===== src/common/asr_consts.vh =====
// Constants for the ASCII string receiver
`ifndef ASR_CONSTS_VH
`define ASR_CONSTS_VH
`define ASR_ADDR_W       12
`define ASR_OFF_CTRL     12'h000
`define ASR_OFF_LEN      12'h004
`define ASR_OFF_TERM     12'h008
`define ASR_OFF_ICTO     12'h00C
`define ASR_OFF_FCTO     12'h010
`define ASR_OFF_DEST     12'h014
`define ASR_OFF_STAT     12'h018
`define ASR_OFF_COUNT    12'h01C
`define ASR_CTRL_EN      0
`define ASR_CTRL_VAR     1
`define ASR_CTRL_SWAP    2
`define ASR_CTRL_TERM2   3
`define ASR_ST_BUSY      0
`define ASR_ST_DONE      1
`define ASR_ST_ICTO      2
`define ASR_ST_FCTO      3
`define ASR_ST_OVF       4
`define ASR_ST_INVAL     5
`define ASR_ST_NOEXEC    6
`define ASR_ST_PBUSY     7
`define ASR_ST_PERR      8
`define ASR_LEN_MIN      8'h01
`define ASR_LEN_MAX      8'h80
`define ASR_TO_NONE      16'h0000
`define ASR_CLK_NS       40
`define ASR_MS_NS        1000000
`define ASR_MS_CYCLES    (`ASR_MS_NS / `ASR_CLK_NS)
`define ASR_RST_LEN      8'h01
`endif


===== src/rtl/asr_receiver.v =====
// ASCII string receiver with APB register access and word memory write port
//
// Overview of operation
// - Fixed-count or terminator-ended framing, selectable
// - Store characters at consecutive words from base
// - Fixed length must be 1 to 128
// - Fixed mode completes after exactly length bytes
// - Inter-character gap timeout flags error, stores nothing
// - First character late flags first-character timeout
// - Timeout flags hold until enable drops
// - Zero timeout setting disables that check
// - Byte swap exchanges bytes in every word
// - Busy high while accepting characters
// - Variable maximum length must be 1 to 128
// - One or two character terminator ends string
// - Overflow when bytes exceed maximum before terminator
// - Variable complete on terminator, clears with enable
// - Port busy flag while port exchanges characters
// - Port error flag on serial communication error
// - Invalid flag on out-of-range configuration
// - Cannot-execute flag when operation cannot run
//
// Design decisions made here: the address map and the APB register port.
`timescale 1ns/1ns
`default_nettype none
`include "asr_consts.vh"
module asr_receiver #(
    parameter        MS_CYCLES = `ASR_MS_CYCLES,
    parameter        WORDS     = 65
) (
    input  wire        pclk,
    input  wire        presetn,
    input  wire        clk_en,
    input  wire        psel,
    input  wire        penable,
    input  wire        pwrite,
    input  wire [11:0] paddr,
    input  wire [31:0] pwdata,
    output reg  [31:0] prdata,
    output reg         pready,
    output reg         pslverr,
    input  wire        ser_valid,
    input  wire [7:0]  ser_data,
    input  wire        ser_active,
    input  wire        ser_err,
    output reg         mem_we,
    output reg  [15:0] mem_addr,
    output reg  [15:0] mem_wdata
);

    localparam [4:0] S_IDLE  = 5'h01;
    localparam [4:0] S_RECV  = 5'h02;
    localparam [4:0] S_DRAIN = 5'h04;
    localparam [4:0] S_DONE  = 5'h08;
    localparam [4:0] S_FAIL  = 5'h10;

    reg  [3:0]  ctrl_ff;
    reg  [7:0]  len_ff;
    reg  [15:0] term_ff;
    reg  [15:0] icto_ff;
    reg  [15:0] fcto_ff;
    reg  [15:0] dest_ff;
    reg  [4:0]  state_ff;
    reg  [4:0]  nxt_state;
    reg  [7:0]  cnt_ff;
    reg  [7:0]  nxt_cnt;
    reg  [7:0]  wptr_ff;
    reg  [7:0]  nxt_wptr;
    reg         en_d_ff;
    reg         busy_ff;
    reg         done_ff;
    reg         icto_err_ff;
    reg         fcto_err_ff;
    reg         ovf_ff;
    reg         inval_ff;
    reg         noexec_ff;
    reg         pbusy_ff;
    reg         perr_ff;
    reg  [31:0] pre_ff;
    reg  [15:0] ms_ff;
    reg  [7:0]  last_ff;
    reg  [15:0] buf_ff [0:WORDS-1];
    reg         set_icto;
    reg         set_fcto;
    reg         set_ovf;
    reg         set_inval;
    reg         set_noexec;
    reg         wr_byte;
    reg         nxt_mem_we;
    reg  [15:0] nxt_mem_addr;
    reg  [15:0] nxt_mem_wdata;
    reg  [15:0] word;
    reg  [31:0] rd_val;
    reg         rd_ok;

    wire        en        = ctrl_ff[`ASR_CTRL_EN];
    wire        var_mode  = ctrl_ff[`ASR_CTRL_VAR];
    wire        swap      = ctrl_ff[`ASR_CTRL_SWAP];
    wire        term_two  = ctrl_ff[`ASR_CTRL_TERM2];
    wire        start     = en & ~en_d_ff;
    wire        tick      = (pre_ff == MS_CYCLES - 1);
    wire        apb_setup = psel & penable & ~pready;
    wire        apb_acc   = psel & penable & pready;
    wire        len_bad   = (len_ff < `ASR_LEN_MIN) | (len_ff > `ASR_LEN_MAX);
    wire        hit_t0    = (ser_data == term_ff[7:0]);
    wire        hit_t1    = (ser_data == term_ff[15:8]);
    wire        pend_t0   = (cnt_ff != 8'h00) & (last_ff == term_ff[7:0]);
    wire        term_done = term_two ? (pend_t0 & hit_t1) : hit_t0;
    wire [7:0]  nwords    = (cnt_ff + 8'h01) >> 1;

    ////////////////////////////////////////////////////////////////////////////
    // Receive sequencer
    always @* begin
        nxt_state  = state_ff;
        nxt_cnt    = cnt_ff;
        nxt_wptr   = wptr_ff;
        set_icto   = 1'b0;
        set_fcto   = 1'b0;
        set_ovf    = 1'b0;
        set_inval  = 1'b0;
        set_noexec = 1'b0;
        wr_byte    = 1'b0;
        case (state_ff)
            S_IDLE: begin
                if (start) begin
                    nxt_cnt  = 8'h00;
                    nxt_wptr = 8'h00;
                    if (len_bad) begin
                        set_inval = 1'b1;
                        nxt_state = S_FAIL;
                    end else if (ser_err) begin
                        set_noexec = 1'b1;
                        nxt_state  = S_FAIL;
                    end else begin
                        nxt_state = S_RECV;
                    end
                end
            end
            S_RECV: begin
                if (ser_valid) begin
                    if (!var_mode) begin
                        wr_byte = 1'b1;
                        nxt_cnt = cnt_ff + 8'h01;
                        if (cnt_ff + 8'h01 == len_ff) begin
                            nxt_state = S_DRAIN;
                        end
                    end else if (term_done) begin
                        if (term_two) begin
                            nxt_cnt = cnt_ff - 8'h01;
                        end
                        nxt_state = S_DRAIN;
                    end else if ((cnt_ff > len_ff) ||
                                 ((cnt_ff == len_ff) && !(term_two && hit_t0))) begin
                        set_ovf   = 1'b1;
                        nxt_state = S_FAIL;
                    end else begin
                        wr_byte = 1'b1;
                        nxt_cnt = cnt_ff + 8'h01;
                    end
                end else if (tick) begin
                    if (cnt_ff == 8'h00) begin
                        if (fcto_ff != `ASR_TO_NONE && ms_ff + 16'h0001 > fcto_ff) begin
                            set_fcto  = 1'b1;
                            nxt_state = S_FAIL;
                        end
                    end else if (icto_ff != `ASR_TO_NONE &&
                                 ms_ff + 16'h0001 > icto_ff) begin
                        set_icto  = 1'b1;
                        nxt_state = S_FAIL;
                    end
                end
            end
            S_DRAIN: begin
                if (wptr_ff + 8'h01 >= nwords) begin
                    nxt_state = S_DONE;
                end
                nxt_wptr = wptr_ff + 8'h01;
            end
            S_DONE: begin
                nxt_state = S_DONE;
            end
            S_FAIL: begin
                nxt_state = S_FAIL;
            end
            default: begin
                nxt_state = S_IDLE;
            end
        endcase
        if (!en) begin
            nxt_state = S_IDLE;
        end
    end

    ////////////////////////////////////////////////////////////////////////////
    // Word write-out from the staging buffer
    always @* begin
        word          = buf_ff[wptr_ff[6:0]];
        nxt_mem_we    = 1'b0;
        nxt_mem_addr  = mem_addr;
        nxt_mem_wdata = mem_wdata;
        if (state_ff == S_DRAIN && en && wptr_ff < nwords) begin
            if (wptr_ff + 8'h01 == nwords && cnt_ff[0]) begin
                word[15:8] = 8'h00;
            end
            nxt_mem_we    = 1'b1;
            nxt_mem_addr  = dest_ff + {8'h00, wptr_ff};
            nxt_mem_wdata = swap ? {word[7:0], word[15:8]} : word;
        end
    end

    ////////////////////////////////////////////////////////////////////////////
    // Register read mux
    always @* begin
        rd_val = 32'h0000_0000;
        rd_ok  = 1'b1;
        if (paddr == `ASR_OFF_CTRL) begin
            rd_val[3:0] = ctrl_ff;
        end else if (paddr == `ASR_OFF_LEN) begin
            rd_val[7:0] = len_ff;
        end else if (paddr == `ASR_OFF_TERM) begin
            rd_val[15:0] = term_ff;
        end else if (paddr == `ASR_OFF_ICTO) begin
            rd_val[15:0] = icto_ff;
        end else if (paddr == `ASR_OFF_FCTO) begin
            rd_val[15:0] = fcto_ff;
        end else if (paddr == `ASR_OFF_DEST) begin
            rd_val[15:0] = dest_ff;
        end else if (paddr == `ASR_OFF_STAT) begin
            rd_val[`ASR_ST_BUSY]   = busy_ff;
            rd_val[`ASR_ST_DONE]   = done_ff;
            rd_val[`ASR_ST_ICTO]   = icto_err_ff;
            rd_val[`ASR_ST_FCTO]   = fcto_err_ff;
            rd_val[`ASR_ST_OVF]    = ovf_ff;
            rd_val[`ASR_ST_INVAL]  = inval_ff;
            rd_val[`ASR_ST_NOEXEC] = noexec_ff;
            rd_val[`ASR_ST_PBUSY]  = pbusy_ff;
            rd_val[`ASR_ST_PERR]   = perr_ff;
        end else if (paddr == `ASR_OFF_COUNT) begin
            rd_val[7:0] = cnt_ff;
        end else begin
            rd_ok = 1'b0;
        end
    end

    ////////////////////////////////////////////////////////////////////////////
    // APB slave: one wait state, write lands on the pready edge
    always @(posedge pclk or negedge presetn) begin
        if (!presetn) begin
            pready  <= 1'b0;
            pslverr <= 1'b0;
            prdata  <= 32'h0000_0000;
            ctrl_ff <= 4'h0;
            len_ff  <= `ASR_RST_LEN;
            term_ff <= 16'h0000;
            icto_ff <= `ASR_TO_NONE;
            fcto_ff <= `ASR_TO_NONE;
            dest_ff <= 16'h0000;
        end else if (clk_en) begin
            pready  <= apb_setup;
            pslverr <= apb_setup & ~rd_ok;
            if (apb_setup && !pwrite) begin
                prdata <= rd_val;
            end
            if (apb_acc && pwrite) begin
                if (paddr == `ASR_OFF_CTRL) begin
                    ctrl_ff <= pwdata[3:0];
                end else if (paddr == `ASR_OFF_LEN) begin
                    len_ff <= pwdata[7:0];
                end else if (paddr == `ASR_OFF_TERM) begin
                    term_ff <= pwdata[15:0];
                end else if (paddr == `ASR_OFF_ICTO) begin
                    icto_ff <= pwdata[15:0];
                end else if (paddr == `ASR_OFF_FCTO) begin
                    fcto_ff <= pwdata[15:0];
                end else if (paddr == `ASR_OFF_DEST) begin
                    dest_ff <= pwdata[15:0];
                end
            end
        end
    end

    ////////////////////////////////////////////////////////////////////////////
    // Sequencer state, timers and flags
    always @(posedge pclk or negedge presetn) begin
        if (!presetn) begin
            state_ff    <= S_IDLE;
            cnt_ff      <= 8'h00;
            wptr_ff     <= 8'h00;
            en_d_ff     <= 1'b0;
            busy_ff     <= 1'b0;
            done_ff     <= 1'b0;
            icto_err_ff <= 1'b0;
            fcto_err_ff <= 1'b0;
            ovf_ff      <= 1'b0;
            inval_ff    <= 1'b0;
            noexec_ff   <= 1'b0;
            pbusy_ff    <= 1'b0;
            perr_ff     <= 1'b0;
            pre_ff      <= 32'h0000_0000;
            ms_ff       <= 16'h0000;
            last_ff     <= 8'h00;
            mem_we      <= 1'b0;
            mem_addr    <= 16'h0000;
            mem_wdata   <= 16'h0000;
        end else if (clk_en) begin
            state_ff  <= nxt_state;
            cnt_ff    <= nxt_cnt;
            wptr_ff   <= nxt_wptr;
            en_d_ff   <= en;
            busy_ff   <= (nxt_state == S_RECV);
            pbusy_ff  <= ser_active;
            mem_we    <= nxt_mem_we;
            mem_addr  <= nxt_mem_addr;
            mem_wdata <= nxt_mem_wdata;
            if (ser_valid) begin
                last_ff <= ser_data;
            end
            if (start || ser_valid || state_ff != S_RECV) begin
                pre_ff <= 32'h0000_0000;
                ms_ff  <= 16'h0000;
            end else if (tick) begin
                pre_ff <= 32'h0000_0000;
                ms_ff  <= ms_ff + 16'h0001;
            end else begin
                pre_ff <= pre_ff + 32'h0000_0001;
            end
            if (!en) begin
                done_ff     <= 1'b0;
                icto_err_ff <= 1'b0;
                fcto_err_ff <= 1'b0;
                ovf_ff      <= 1'b0;
                inval_ff    <= 1'b0;
                noexec_ff   <= 1'b0;
            end else begin
                done_ff     <= done_ff | (nxt_state == S_DONE);
                icto_err_ff <= icto_err_ff | set_icto;
                fcto_err_ff <= fcto_err_ff | set_fcto;
                ovf_ff      <= ovf_ff | set_ovf;
                inval_ff    <= inval_ff | set_inval;
                noexec_ff   <= noexec_ff | set_noexec;
            end
            if (ser_err) begin
                perr_ff <= 1'b1;
            end else if (start) begin
                perr_ff <= 1'b0;
            end
        end
    end

    ////////////////////////////////////////////////////////////////////////////
    // Staging buffer: nothing reaches memory until the string is whole
    genvar gi;
    generate
        for (gi = 0; gi < WORDS; gi = gi + 1) begin : g_buf
            always @(posedge pclk or negedge presetn) begin
                if (!presetn) begin
                    buf_ff[gi] <= 16'h0000;
                end else if (clk_en && wr_byte && cnt_ff[7:1] == gi) begin
                    if (cnt_ff[0]) begin
                        buf_ff[gi][15:8] <= ser_data;
                    end else begin
                        buf_ff[gi][7:0] <= ser_data;
                    end
                end
            end
        end
    endgenerate

endmodule
`default_nettype wire


===== config.mk =====
export PLATFORM = sky130hd
export DESIGN_NAME = asr_receiver
export DESIGN_NICKNAME = d
export VERILOG_FILES = /design/src/rtl/asr_receiver.v
export VERILOG_INCLUDE_DIRS = /design/src /design/src/common
export SDC_FILE = /design/constraint.sdc
export NUM_CORES = 2
export LEC_CHECK = 0
export BUFFER_PORTS_ARGS = -buffer_cell sky130_fd_sc_hd__buf_2
export CORE_MARGIN = 2
export CORE_UTILIZATION = 43
export DETAILED_ROUTE_END_ITERATION = 8
export PLACE_DENSITY_LB_ADDON = 0.12
export SYNTH_ARGS = -nofsm -noshare
export SYNTH_HDL_FRONTEND = slang
export SYNTH_SLANG_ARGS = --single-unit

===== constraint.sdc =====
create_clock -name pclk -period 3.6 [get_ports pclk]
set_input_delay 0.36 -clock pclk [delete_from_list [all_inputs] [get_ports pclk]]
set_output_delay 0.36 -clock pclk [all_outputs]
set_load 0.02 [all_outputs]

# Yosys cells after proc, flatten, opt, wreduce, memory -nomap -nowiden

Cells that the tools add are included.

Add/sub/neg operators: 6
Multipliers: 0
Div/mod/pow operators: 0
$lt $le $gt $ge: 8
Equal/unequal tests: 90
Shifts and indexed selects: 0
Mux-type cells: 89
Bitwise logic cells: 24
Reductions and logical operators: 233

Operators with widths:

| kind                  | number |
|---|---|
| $reduce_and 2->1      | 135 |
| $eq 7x6->1 const B    | 32 |
| $mux 16               | 8 |
| $bmux 16 s7           | 1 |
| $eq 7x5->1 const B    | 16 |
| $mux 8                | 11 |
| $logic_and 1x1->1     | 75 |
| $mux 5                | 14 |
| $mux 32               | 2 |
| $eq 7x4->1 const B    | 8 |
| $eq 12x5->1 const B   | 4 |
| $mux 1                | 46 |
| $eq 8x8->1            | 5 |
| $add 32x1->32 const B | 1 |
| $eq 32x15->1 const B  | 1 |
| $gt 16x16->1          | 2 |
| $pmux 8 s2            | 2 |
| $reduce_bool 16->1    | 2 |
| $eq 7x3->1 const B    | 4 |
| $pmux 5 s5            | 1 |
| $eq 12x4->1 const B   | 2 |
| $add 16x1->16 const B | 1 |
| $add 16x8->16         | 1 |
| $add 8x1->8 const B   | 2 |
| other kinds (41)      | 74 |

Bits in registers: 1254
Latch bits: 0
Bits in writable memories: 0
ROM bits: 0
Bits of input ports: 61
Output and inout port bits: 67
Logic and storage cells: 608
Memories: 0

# Depth between registers and ports, before layout

Depth in word-level cells: 14
Gate-level depth with buffers: 16
Mapped depth without buffers: 15

# Worst setup path before layout

OpenSTA, ideal clock, no wires.

Path type: reg2reg
From: register wptr_ff[0]
To: register mem_wdata[3]
Setup time: 0.083 ns
Data arrival time: 3.871 ns
Required time: 3.517 ns
Slack: -0.354 ns
Stages on the path, launching flop included: 17
Buffers on the path: 5
Clock period less this slack: 3.954 ns
Cells stage by stage: dfrtp_1 -> clkbuf_1 -> buf_2 -> buf_2 -> buf_2 -> buf_2 -> nand3_1 -> nor2_1 -> xor2_1 -> ha_1 -> and3_1 -> and3_1 -> a31oi_1 -> nand3_1 -> o2bb2a_1 -> mux2_2 -> o21ai_0

Cells in the longest elaborated chain, start to end: 6
Elaborated cells on any way between the ends: 12
Classes of those cells: 1 x add/sub; 1 x order compare; 1 x eq/ne; 5 x mux; 1 x bitwise; 3 x reduce/logical

Ends and longest elaborated chain:

| item                                       | RTL line           | source |
|---|---|---|
| from (decl)                                | asr_receiver.v:67  | `reg [7:0] wptr_ff;` |
| from (signal assigned)                     | asr_receiver.v:308 | `wptr_ff <= nxt_wptr;` |
| $not 7->8 (implied by the code)            | asr_receiver.v:197 | `word = buf_ff[wptr_ff[6:0]];` |
| $bmux 16 s7                                | asr_receiver.v:197 |  |
| $mux 16 (implied by the code) (2 in a row) | asr_receiver.v:197 |  |
| $mux 8                                     | asr_receiver.v:202 | `if (wptr_ff + 8'h01 == nwords && cnt_ff[0]) begin` |
| $mux 16                                    | asr_receiver.v:207 | `nxt_mem_wdata = swap ? {word[7:0], word[15:8]} : word;` |
| to (signal assigned)                       | asr_receiver.v:314 | `mem_wdata <= nxt_mem_wdata;` |
| to (decl)                                  | asr_receiver.v:48  | `output reg [15:0] mem_wdata` |

Several ways; a longest one is shown, not always the timed one. The select of a mux whose other input is x is not followed.
A chain may end at the register's enable or synchronous reset.

# Worst setup path in the final report

From: register len_ff[2]
To: register buf_ff[539] (netlist name)

Cells in the longest elaborated chain, start to end: 11
Elaborated cells on any way between the ends: 12
Classes of those cells: 1 x order compare; 1 x eq/ne; 5 x mux; 5 x reduce/logical

Ends and longest elaborated chain:

| item                                                               | RTL line           | source |
|---|---|---|
| from (decl)                                                        | asr_receiver.v:58  | `reg [7:0] len_ff;` |
| from (signal assigned)                                             | asr_receiver.v:253 | `` len_ff <= `ASR_RST_LEN; `` |
| from (signal assigned)                                             | asr_receiver.v:268 | `len_ff <= pwdata[7:0];` |
| parallel branches: the longest is 2 deep, another holds $gt 8x8->1 | n/a                |  |
| $logic_or 1x1->1 *                                                 | asr_receiver.v:152 | `end else if ((cnt_ff > len_ff) \|\|` |
| $mux 1 *                                                           | asr_receiver.v:152 |  |
| $mux 1 *                                                           | asr_receiver.v:147 | `end else if (term_done) begin` |
| $mux 1 *                                                           | asr_receiver.v:141 | `if (!var_mode) begin` |
| $mux 1 *                                                           | asr_receiver.v:140 | `if (ser_valid) begin` |
| $mux 1 *                                                           | asr_receiver.v:123 | `case (state_ff)` |
| $logic_and 1x1->1 * (2 in a row)                                   | asr_receiver.v:358 | `end else if (clk_en && wr_byte && cnt_ff[7:1] == gi) begin` |
| $reduce_and 2->1 (no line) *                                       | n/a                |  |
| to (signal, indexed assignment)                                    | asr_receiver.v:360 | `buf_ff[gi][15:8] <= ser_data;` |
| to (signal, indexed assignment)                                    | asr_receiver.v:362 | `buf_ff[gi][7:0] <= ser_data;` |
| to (decl)                                                          | asr_receiver.v:82  | `reg [15:0] buf_ff [0:WORDS-1];` |

Mark *: on every way between the ends.

==> summary.txt <==
Status - finished clean
DP Cell Count - 6443
Final cell count without fillers - 6735
Biggest register - buf_ff
Period utilization - 98.5%
Placer Congestion - 0.888
Largest net degree at the start of global routing - 131
Routed Antenna Nets - 0
Peak supply drop - 0.000475 V
Area growth syn-to-layout - 18.6%
Final wirelength - 174000 µm
Sequential-to-total area share from yosys stat - 51.0%
Max_cap viols - 0
First-pass GRT wire length - 266000 µm
CP bufs+invs - 2
Syn_area_per_cell - 14.1 µm²
Final setup margin - 0.0539 ns
Final setup viols - 0
Worst slew pin tran - 1.19 ns
Clock Skew - 0.0314 ns
Placed cell areas - 67700 µm²
Pwr dens - 449 nW/µm²
Hold Path Origin - penable
R2R Path Start - len_ff[2]
Syn Inst Count - 4355
Final Cell Area - 73000 µm²
Pre-CTS setup slack - -0.0278 ns
Slowest cell delay on critical path - 0.53 ns
Port Buffers - 95
Crit path max fanout - 37
CP arrival - 4.18 ns
Final hold vios - 0
Fin Setup TNS - 0 ns
Vias - 38.6k
Die W - 382 µm
# IOs - 128
Num CTS Buffers - 143
Share of layout cells above drive strength 1 - 46.5%
DR WL/cell - 25.9 µm
Synth warn - 0
CTS HTree Levels - 4
Synth Register Bits - 1254
Largest delay share family, worst path - compound AO/OA/AOI/OAI gates
Drt initial violations - 2467
Clock Tree Buf Depth - 3
CTS tree - done
Post-DP HPWL - 118000 µm
Via count of the first global-routing pass - 39.8k
Vias per cell - 5.72
Die ar. - 146000 µm²
Netlist cell types - 84
CP endpoint kind - flip-flop
Critical Path Source - len_ff[2]
Gr ovfl total - 0
Leak - 35.4 nW
Hold Crit Class - in2reg
Post-synth EDFFs - 0
Chip height - 382 µm
Clock sink count - 1254
Initial antenna violation count - 4
Later-pin clock latency in the skew report - 0.77 ns
Core area - 142000 µm²
Relative slew slack - 20.9%
Largest regs - buf_ff x1040, pre_ff x32
Initial Util - 43.4%
Setup crit start kind - flip-flop
Largest register FFs - 1040
Root buffer cell - clkbuf_16
Register area - 31400 µm²
Fin. max-slew vios - 0
Util after Layout - 51.5%
Row cnt - 138
Fmax - 282 MHz
Fin nets - 4861
Crit path required time - 4.23 ns
DR pass1 iterations - 7
Tot GR Track Use - 24.2%
Slowest-stage cell, CP - or3_4
Most common cell after layout, fill and taps aside - dfrtp_1
Cell chain of the critical path - inv_1 -> ha_1 -> a21o_1 -> a221o_1 -> a221o_1 -> o311a_1 -> or3_4 -> buf_12 -> or3_4 -> mux2_2
Crit Path Class - reg2reg
Most frequent cells in the layout - dfrtp_1, mux2_2, buf_4, mux4_2, nand2_1
Top FF cell, synth - dfrtp_1
Final hold slack - 0.0837 ns
Mapped cell area - 61600 µm²
DRC errors left - 0
Min Tclk post-route - 3.55 ns
Filler cells - 12.0k
Async set or reset register ratio after synthesis - 100%
Area of the multi-input gates - 28700 µm²
Power Total - 32.8 mW
Clk slew on worst S/H paths - 0.06 ns
-- layer usage --
layer / global-route usage [%] / wire length (µm)
met5: 0 / 0
met3: 3.67 / 7820
met4: 6.92 / 4470
met1: 35.0 / 80400
met2: 37.9 / 81800
-- cell usage after synthesis, types with 12 or more instances --
master	count	area [µm²]
mux2i_1	35	350
inv_1	63	236
buf_1	29	109
a21o_1	12	90.1
a21oi_1	60	300
nor2b_1	29	181
xnor2_1	55	482
a22o_1	20	175
nor3_1	23	115
o22ai_1	52	325
nor3_4	114	1850
nor4_1	24	150
a22oi_1	40	300
mux2_1	48	541
dfrtp_1	1252	31300
buf_4	16	120
ha_1	68	851
nor2_1	104	390
nand2b_1	20	125
clkbuf_1	221	830
mux2_2	1059	11900
or3_1	22	138
nand2_1	159	597
buf_2	38	190
nand4_1	31	194
nand3_1	77	385
mux4_2	251	5650
o21ai_0	106	531
mux2_4	40	601
a221oi_1	25	219
xor2_1	36	315
and3_1	30	188
-- power by group --
group / switching, mW / internal (mW) / total [mW] / leakage (nW)
Clock: 6.08 / 8.94 / 15.0 / 2.40
Sequential: 0.0463 / 14.1 / 14.2 / 17.5
Combinational: 2.26 / 1.32 / 3.58 / 15.5
Total: 8.39 / 24.4 / 32.8 / 35.4
-- cell type report --
class	count	area share [%]
clock inverter	42	0.744
tap	1890	3.24
multi-input combinational	2734	39.3
clock buffer	216	5.90
inverter	64	0.329
sequential	1254	43.0
timing repair buffer	534	7.51
antenna	1	0.00343
-- worst paths after layout --
| kind | end | cells past startpoint | slack [ns] |
|---|---|---|---|
| min | pready | 3 | 0.08 |
| min in group asynchronous | buf_ff[35] | 2 | 0.23 |
| max | buf_ff[539] | 10 | 0.05 |
| min reg2reg | mem_addr[1] | 2 | 0.48 |
| max reg2reg | buf_ff[539] | 10 | 0.05 |
| max in group asynchronous | buf_ff[883] | 3 | 2.20 |
-- cell families after synthesis --
logic type / after synthesis / share of synthesized area, %
simple gates: 702 / 7.90
fa+ha+maj: 69 / 1.41
xor+xnor: 95 / 1.44
flops: 1254 / 51.0
compound gates: 419 / 4.56
buf+inv: 382 / 2.74
mux: 1433 / 31.0
other cells: 1 / 0.00609
-- worst min-delay path: stages --
cell and delay (ns):
buf_2 0.09, nand3_1 0.24, mux2i_1 0.11
-- timing repair --
action                                 4_1_cts  5_1_grt
hold buffers                                26        0
endpoints found under the hold margin      165        0
setup buffers                                0        6
setup endpoints to repair                   34      430
pin swaps                                    0        8
gates cloned                                 0        1
resized for setup                            5       17
(Power assumes the default switching activity.)
